## src/hdl/asf_pkg.sv

```systemverilog
// constants and types shared by the serial frame and power control block
package asf_pkg;

	// ------------------------------------------------------------
	// register map
	// ------------------------------------------------------------
	localparam logic [1:0]  CONFIG_WORD_OFFSET  = 2'h0;
	localparam logic [1:0]  REF_DAC_OFFSET      = 2'h2;
	localparam logic [15:0] CONFIG_WORD_RESET   = 16'h0000;
	localparam logic [8:0]  REF_LEVEL_RESET     = 9'h1ff;

	// ------------------------------------------------------------
	// command codes in bits 15:12 of the input word
	// ------------------------------------------------------------
	localparam logic [3:0]  CMD_CONFIG_WRITE    = 4'h8;
	localparam logic [3:0]  CMD_REF_A_WRITE     = 4'h9;
	localparam logic [3:0]  CMD_REF_B_WRITE     = 4'ha;

	// ------------------------------------------------------------
	// input word field positions
	// ------------------------------------------------------------
	localparam int          CMD_MSB             = 15;
	localparam int          CMD_LSB             = 12;
	localparam int          READOUT_CLOCK_BIT   = 11;
	localparam int          OUTPUT_LANE_BIT     = 10;
	localparam int          REF_SELECT_BIT      = 6;
	localparam int          LIGHT_SLEEP_BIT     = 5;
	localparam int          REF_LEVEL_MSB       = 11;
	localparam int          REF_LEVEL_LSB       = 3;

	// ------------------------------------------------------------
	// frame edge counts
	// ------------------------------------------------------------
	localparam logic [6:0]  EDGES_DUAL          = 7'h20;
	localparam logic [6:0]  EDGES_SINGLE        = 7'h30;
	localparam logic [6:0]  EDGES_POWER         = 7'h30;
	localparam logic [6:0]  EDGE_A_MSB          = 7'h10;
	localparam logic [6:0]  EDGE_B_MSB          = 7'h20;
	localparam logic [6:0]  EDGE_TAIL           = 7'h30;
	localparam logic [6:0]  EDGE_MAX            = 7'h7f;

	// ------------------------------------------------------------
	// timing
	// ------------------------------------------------------------
	localparam int          CLK_MHZ             = 125;
	localparam int          LIGHT_WAKE_NS       = 1000;
	localparam int          DEEP_WAKE_NS        = 10000;
	localparam int          LIGHT_WAKE_CYC      = (LIGHT_WAKE_NS * CLK_MHZ + 999) / 1000;
	localparam int          DEEP_WAKE_CYC       = (DEEP_WAKE_NS * CLK_MHZ + 999) / 1000;

	// ------------------------------------------------------------
	// types
	// ------------------------------------------------------------
	typedef enum logic [1:0] {
		PWR_NORMAL = 2'b00,
		PWR_LIGHT  = 2'b01,
		PWR_DEEP   = 2'b10
	} asf_power_e;

	typedef struct packed {
		logic [15:0] a;
		logic [15:0] b;
	} asf_sample_s;

endpackage : asf_pkg

```

## src/hdl/asf_frame_ctrl.sv

```systemverilog
// serial frame, readout and power mode logic of the dual converter
`timescale 1ns/10ps
`default_nettype none

module asf_frame_ctrl #(
	parameter int LIGHT_WAKE_CYCLES = asf_pkg::LIGHT_WAKE_CYC,
	parameter int DEEP_WAKE_CYCLES  = asf_pkg::DEEP_WAKE_CYC
) (
	input  wire logic                clk,
	input  wire logic                reset_n,
	input  wire logic                chip_select_n,
	input  wire logic                serial_clk,
	input  wire logic                serial_in,
	input  wire asf_pkg::asf_sample_s result_data,
	input  wire logic                result_valid,
	output logic                     result_ready,
	output logic                     serial_out_a,
	output logic                     serial_out_a_oe,
	output logic                     serial_out_b,
	output logic                     serial_out_b_oe,
	output logic [15:0]              config_word_reg,
	output logic [8:0]               ref_level_a,
	output logic [8:0]               ref_level_b,
	output logic                     light_sleep_mode,
	output logic                     deep_power_down,
	output logic                     reference_powered,
	output logic                     circuits_ready,
	output logic                     sample_start
);

	// ------------------------------------------------------------
	// state
	// ------------------------------------------------------------
	typedef struct packed {
		logic                 cs_s1;
		logic                 cs_s2;
		logic                 cs_s3;
		logic                 sclk_s1;
		logic                 sclk_s2;
		logic                 sclk_s3;
		logic                 sdi_s1;
		logic                 sdi_s2;
		logic                 in_frame;
		logic                 frame_single;
		logic [6:0]           edge_cnt;
		logic [15:0]          shift_in;
		logic                 sdi_all_hi;
		logic                 sdi_all_lo;
		logic [15:0]          cfg;
		logic [8:0]           ref_a;
		logic [8:0]           ref_b;
		asf_pkg::asf_power_e  mode;
		logic [13:0]          wake_cnt;
		asf_pkg::asf_sample_s cur;
		logic                 out_a;
		logic                 out_a_oe;
		logic                 out_b;
		logic                 out_b_oe;
		logic [1:0][31:0]     fifo;
		logic                 wr_ptr;
		logic                 rd_ptr;
		logic [1:0]           fill;
		logic                 start;
	} asf_state_s;

	asf_state_s r;
	asf_state_s r_nxt;

	logic cs_fall;
	logic cs_rise;
	logic sclk_fall;

	assign cs_fall   = r.cs_s3 & ~r.cs_s2;
	assign cs_rise   = ~r.cs_s3 & r.cs_s2;
	assign sclk_fall = r.sclk_s3 & ~r.sclk_s2 & r.in_frame & ~cs_rise;

	// ------------------------------------------------------------
	// next state
	// ------------------------------------------------------------
	always_comb begin
		logic [6:0]  k;
		logic [6:0]  need;
		logic        valid;
		logic        push;
		logic        pop;
		logic [3:0]  cmd;
		logic [15:0] w;

		r_nxt = r;
		k     = 7'h00;
		need  = asf_pkg::EDGES_DUAL;
		valid = 1'b0;
		push  = result_valid && (r.fill != 2'd2);
		pop   = 1'b0;
		w     = r.shift_in;
		cmd   = w[asf_pkg::CMD_MSB:asf_pkg::CMD_LSB];

		r_nxt.cs_s1   = chip_select_n;
		r_nxt.cs_s2   = r.cs_s1;
		r_nxt.cs_s3   = r.cs_s2;
		r_nxt.sclk_s1 = serial_clk;
		r_nxt.sclk_s2 = r.sclk_s1;
		r_nxt.sclk_s3 = r.sclk_s2;
		r_nxt.sdi_s1  = serial_in;
		r_nxt.sdi_s2  = r.sdi_s1;
		r_nxt.start   = 1'b0;

		if (r.wake_cnt != 14'h0000) begin
			r_nxt.wake_cnt = r.wake_cnt - 14'h0001;
		end

		if (cs_fall) begin
			r_nxt.in_frame     = 1'b1;
			r_nxt.edge_cnt     = 7'h00;
			r_nxt.sdi_all_hi   = 1'b1;
			r_nxt.sdi_all_lo   = 1'b1;
			r_nxt.frame_single = r.cfg[asf_pkg::OUTPUT_LANE_BIT]
				& ~r.cfg[asf_pkg::READOUT_CLOCK_BIT];
			if (r.fill != 2'd0) begin
				pop   = 1'b1;
				r_nxt.cur = r.fifo[r.rd_ptr];
			end
			case (r.mode)
				asf_pkg::PWR_LIGHT: begin
					r_nxt.out_a    = 1'b1;
					r_nxt.out_b    = 1'b1;
					r_nxt.out_a_oe = 1'b1;
					r_nxt.out_b_oe = 1'b1;
				end
				asf_pkg::PWR_DEEP: begin
					r_nxt.out_a_oe = 1'b0;
					r_nxt.out_b_oe = 1'b0;
				end
				default: begin
					r_nxt.out_a    = 1'b0;
					r_nxt.out_b    = 1'b0;
					r_nxt.out_a_oe = 1'b1;
					r_nxt.out_b_oe = ~(r.cfg[asf_pkg::OUTPUT_LANE_BIT]
						& ~r.cfg[asf_pkg::READOUT_CLOCK_BIT]);
				end
			endcase
		end else if (cs_rise && r.in_frame) begin
			r_nxt.in_frame = 1'b0;
			r_nxt.out_a_oe = 1'b0;
			r_nxt.out_b_oe = 1'b0;
			need  = r.frame_single ? asf_pkg::EDGES_SINGLE : asf_pkg::EDGES_DUAL;
			valid = r.edge_cnt >= need;
			r_nxt.start = r.mode != asf_pkg::PWR_DEEP;
			case (r.mode)
				asf_pkg::PWR_NORMAL: begin
					if (r.edge_cnt >= asf_pkg::EDGES_POWER && r.sdi_all_hi) begin
						r_nxt.mode = asf_pkg::PWR_DEEP;
					end else if (valid && cmd == asf_pkg::CMD_CONFIG_WRITE) begin
						r_nxt.cfg = w;
						r_nxt.cfg[asf_pkg::LIGHT_SLEEP_BIT] = 1'b0;
						if (w[asf_pkg::LIGHT_SLEEP_BIT]) begin
							r_nxt.mode = asf_pkg::PWR_LIGHT;
						end
					end else if (valid && cmd == asf_pkg::CMD_REF_A_WRITE) begin
						r_nxt.ref_a = w[asf_pkg::REF_LEVEL_MSB:asf_pkg::REF_LEVEL_LSB];
					end else if (valid && cmd == asf_pkg::CMD_REF_B_WRITE) begin
						r_nxt.ref_b = w[asf_pkg::REF_LEVEL_MSB:asf_pkg::REF_LEVEL_LSB];
					end
				end
				asf_pkg::PWR_LIGHT: begin
					if (r.edge_cnt >= asf_pkg::EDGES_POWER && r.sdi_all_hi) begin
						r_nxt.mode = asf_pkg::PWR_DEEP;
					end else if (r.edge_cnt >= asf_pkg::EDGES_SINGLE
						&& cmd == asf_pkg::CMD_CONFIG_WRITE
						&& !w[asf_pkg::LIGHT_SLEEP_BIT]) begin
						r_nxt.cfg      = w;
						r_nxt.mode     = asf_pkg::PWR_NORMAL;
						r_nxt.wake_cnt = 14'(LIGHT_WAKE_CYCLES);
					end
				end
				default: begin
					if (r.edge_cnt >= asf_pkg::EDGES_POWER && r.sdi_all_lo) begin
						r_nxt.mode     = asf_pkg::PWR_NORMAL;
						r_nxt.wake_cnt = 14'(DEEP_WAKE_CYCLES);
					end
				end
			endcase
		end else if (sclk_fall) begin
			if (r.edge_cnt != asf_pkg::EDGE_MAX) begin
				r_nxt.edge_cnt = r.edge_cnt + 7'h01;
			end
			k = r.edge_cnt + 7'h01;
			if (r.edge_cnt < 7'h10) begin
				r_nxt.shift_in = {r.shift_in[14:0], r.sdi_s2};
			end
			r_nxt.sdi_all_hi = r.sdi_all_hi & r.sdi_s2;
			r_nxt.sdi_all_lo = r.sdi_all_lo & ~r.sdi_s2;
			if (r.mode == asf_pkg::PWR_NORMAL) begin
				r_nxt.out_a = 1'b0;
				r_nxt.out_b = 1'b0;
				if (k >= asf_pkg::EDGE_A_MSB && k < asf_pkg::EDGE_B_MSB) begin
					r_nxt.out_a = r.cur.a[4'(7'd31 - k)];
					r_nxt.out_b = r.cur.b[4'(7'd31 - k)];
				end else if (k >= asf_pkg::EDGE_B_MSB && k < asf_pkg::EDGE_TAIL
					&& r.frame_single) begin
					r_nxt.out_a = r.cur.b[4'(7'd47 - k)];
				end
			end
		end

		if (push) begin
			r_nxt.fifo[r.wr_ptr] = {result_data.a, result_data.b};
			r_nxt.wr_ptr = ~r.wr_ptr;
		end
		if (pop) begin
			r_nxt.rd_ptr = ~r.rd_ptr;
		end
		r_nxt.fill = r.fill + {1'b0, push} - {1'b0, pop};
	end

	// ------------------------------------------------------------
	// registers
	// ------------------------------------------------------------
	always_ff @(posedge clk) begin
		if (!reset_n) begin
			r            <= '0;
			r.cs_s1      <= 1'b1;
			r.cs_s2      <= 1'b1;
			r.cs_s3      <= 1'b1;
			r.cfg        <= asf_pkg::CONFIG_WORD_RESET;
			r.ref_a      <= asf_pkg::REF_LEVEL_RESET;
			r.ref_b      <= asf_pkg::REF_LEVEL_RESET;
			r.mode       <= asf_pkg::PWR_NORMAL;
		end else begin
			r <= r_nxt;
		end
	end

	// ------------------------------------------------------------
	// outputs
	// ------------------------------------------------------------
	assign result_ready      = r.fill != 2'd2;
	assign serial_out_a      = r.out_a;
	assign serial_out_a_oe   = r.out_a_oe;
	assign serial_out_b      = r.out_b;
	assign serial_out_b_oe   = r.out_b_oe;
	assign config_word_reg   = r.cfg;
	assign ref_level_a       = r.ref_a;
	assign ref_level_b       = r.ref_b;
	assign light_sleep_mode  = r.mode == asf_pkg::PWR_LIGHT;
	assign deep_power_down   = r.mode == asf_pkg::PWR_DEEP;
	assign reference_powered = (r.mode == asf_pkg::PWR_NORMAL)
		| ((r.mode == asf_pkg::PWR_LIGHT) & r.cfg[asf_pkg::REF_SELECT_BIT]);
	assign circuits_ready    = (r.mode == asf_pkg::PWR_NORMAL) & (r.wake_cnt == 14'h0000);
	assign sample_start      = r.start;
endmodule : asf_frame_ctrl

`default_nettype wire

```

## config.mk

```make
export PLATFORM = sky130hd
export DESIGN_NAME = asf_frame_ctrl
export DESIGN_NICKNAME = d
export VERILOG_FILES = /design/src/hdl/asf_pkg.sv /design/src/hdl/asf_frame_ctrl.sv
export SDC_FILE = /design/constraint.sdc
export NUM_CORES = 1
export LEC_CHECK = 0
export BUFFER_PORTS_ARGS = -buffer_cell sky130_fd_sc_hd__buf_4
export CAP_MARGIN = 0
export CORE_UTILIZATION = 39
export CTS_CLUSTER_SIZE = 14
export DETAILED_ROUTE_END_ITERATION = 8
export REMOVE_ABC_BUFFERS = 1
export SYNTH_ARGS = -nofsm -noshare
export SYNTH_HDL_FRONTEND = slang
export SYNTH_SLANG_ARGS = --single-unit
```

## constraint.sdc

```tcl
create_clock -name clk -period 7 [get_ports clk]
set_input_delay 1.05 -clock clk [delete_from_list [all_inputs] [get_ports clk]]
set_output_delay 1.05 -clock clk [all_outputs]
set_load 0.02 [all_outputs]
```

==> metrics.txt <==
sw frac=28.3%; final wirelength=16700 µm; Comb power frac=15.2%; Die Y=146 µm; critical path peak fanout=9; CTS Sinks=190; Leakage=3.58 nW; sequential cell area fraction in the yosys report=47.3%; cell count after synthesis=914; Worst-Skew Late Latency=440 ps; WHS Path Cells=1; vias in the first global route=5700; crit start category=flop; FF-to-FF Start=r[173]; drt first pass iters=4; Worst Path Buf+Inv=2; Avg Cell Area, Syn=8.80 µm²; initial antenna violation count=0; CORE AREA=0.0202 mm²; root buf cell=clkbuf_16; Clock Tree Buf Depth=2; Final HPWL DP=10800 µm; synth-to-layout area growth=13.7%; Data required, critical path=5950 ps; DR WL/cell=13.8 µm; dpl cells=1176; all-layer global routing usage=16.6%; RSZ-0062 raised after global routing=no; Final min period=3300 ps; row count=52; Crit Path Category=reg2out; Final Cell Area=0.00915 mm²; Slew @ Worst Pin=1110 ps; first-pass GRT wire length=28600 µm; H-tree depth=4; number of flip-flops under the largest register name=151; setup tns final=0 ps; Nets=972; total power=2.57 mW; via count=5903; Residual DRC=0; Reg2Reg Depth=7; setup bufs post-CTS=0; Setup violations, final=0; Critical Path End Type=output port; Worst slew margin=25.8%; GRT overflow=0; PostCTS Resize Cnt=0; Initial Util=39.8%; post-synthesis sequential element count=190; total CTS buffers=17; count of different cell masters after synthesis=53; Clk pwr share=37.5%; gpl congestion=0.768; kind of cell adding the most delay to the critical path=simple AND/OR/NAND/NOR gates; Max-Cap Viols=0; clock-pin slew on the worst setup and hold paths=70 ps; share of layout cells above drive strength 1=14.5%; Worst Clk Skew=15.8 ps; final hold vios=0; Pwr Density=281 mW/mm²; Net Switching=0.727 mW; RR Endpoint=serial_out_a; Reg power frac=47.3%; CTS tree=built; R2R Setup Slk=4180 ps; EDFF count, synth=0; async set-reset flop share out of synthesis=0%; Port Buffer Count=81; initial drt markers=310; # hold bufs at CTS=0; Hold Path Sink=r[188]; cell area after synthesis=0.00805 mm²; Post-Place Cell Area=0.00856 mm²; Antenna Violating Nets Remaining=0; Via density=4.89; num ports=82; P_int=1.84 mW; CP peak stage delay=310 ps; die width=146 µm; Tcrit/Tclk final=47.1%; Post-Layout Cell Count=1208; status=completed; Worst path slowest cell=dfxtp_1; hold crit path type=reg2reg; WP data arrival=2250 ps; largest net degree at the start of global routing=73; Total Die Area=0.0212 mm²; VDD IR max=172 µV; Final Max Slew Viols=0; min-delay src=r[189]; sequence of cells on the critical path=inv_1, ha_1, nor3b_1, and2_1, nand3_1, nor2_1, buf_4; Max Clock Freq=303 MHz; n_diodes=0; top_reg_cell synth=dfxtp_1; YS warnings=0; Critical Path Start=r[105]
==> synthesized netlist by cell type, drive strengths merged, types with 4 or more instances <==
| library cell | number | share of area [%] |
|---|---|---|
| clkbuf | 51 | 2.4 |
| nand2b | 9 | 0.70 |
| nor2 | 86 | 4.0 |
| mux4 | 8 | 2.4 |
| nand2 | 179 | 8.4 |
| buf | 44 | 3.7 |
| mux2i | 69 | 8.6 |
| nand4 | 4 | 0.31 |
| dfxtp | 190 | 47 |
| o21ai | 9 | 0.56 |
| a21oi | 98 | 6.1 |
| nor3 | 7 | 0.44 |
| ha | 9 | 1.4 |
| xnor2 | 12 | 1.6 |
| and2 | 7 | 0.54 |
| xor2 | 11 | 1.2 |
| nand3 | 23 | 1.4 |
| a211oi | 35 | 3.3 |
| a31oi | 5 | 0.39 |
| and3 | 8 | 0.62 |
| inv | 14 | 0.65 |
==> logic make-up after synthesis <==
family                     after synthesis  synth area share [%]
xor gates and xnor gates                23                  2.83
buffers and inverters                  109                  6.78
and+or+nand+nor                        347                  19.1
DFF                                    190                  47.3
AOI/OAI and AO/OA                      159                  11.7
adders and majority gates                9                  1.40
muxes                                   77                  11.0
==> layout by cell type (no fill, tap or decap), types with 7 or more instances in the layout <==
master	synthesis	final
nor3_1	7	7
mux2i_1	69	69
a21oi_1	98	98
inv_1	12	12
xnor2_1	10	10
and3_1	8	8
a211oi_1	34	34
nand2_1	179	179
nor2_1	86	84
dfxtp_1	190	189
ha_1	9	9
buf_4	35	87
nand3_1	23	23
nand2b_1	9	9
clkbuf_16	0	17
xor2_1	11	11
and2_1	7	7
==> how the worst max path moves through the flow <==
stage	endpoint	depth (start not counted)
after floorplan	r[2]	8
after CTS	circuits_ready	7
final	circuits_ready	7
after detailed placement	config_word_reg[15]	4
after global routing	circuits_ready	7
after global placement	r[166]	4
==> area by class of cell <==
cell class / instances / area (µm²)
flip-flops and latches: 190 / 3800
multi-input cells: 615 / 3710
clock buffers: 18 / 439
inverters: 14 / 55.1
clock inverters: 14 / 150
fillers: 2023 / 11100
repair buffers: 87 / 653
well taps: 270 / 338
==> power by group through the flow <==
| stage | clock network, mW | logic (mW) | registers [mW] |
|---|---|---|---|
| 5_1_grt | 1.04 | 0.446 | 1.23 |
| 4_1_cts | 0.990 | 0.396 | 1.22 |
| 2_1_floorplan | 0 | 0.293 | 1.23 |
| 3_3_place_gp | 0 | 0.387 | 1.24 |
| 3_5_place_dp | 0 | 0.391 | 1.24 |
| 6_report | 0.963 | 0.390 | 1.22 |
==> worst register-to-register path, stage by stage, from the launching register on <==
cell     delay, ps
dfxtp_1        640
inv_1          120
ha_1           560
mux4_1         630
a32oi_1        210
nand3_1        120
nor4b_1        160
o311a_1        280
==> through the flow <==
step / hold slack (ps) / util [%] / setup slack, ps
after CTS: 412 / 45.2 / 3680
after floorplan: 386 / - / 3060
after global routing: 426 / 45.2 / 3500
after global placement: 392 / 42.3 / 4070
after detailed placement: 402 / 42.3 / 4070
final: 416 / 45.2 / 3700
==> routing by layer <==
layer	GRT usage (%)	share of wire, %
met1	21.3	49
met2	28.3	48
met3	3.64	2.7
met4	4.42	1.0
met5	0	0
No activity file was read; power rests on OpenSTA's default activity.
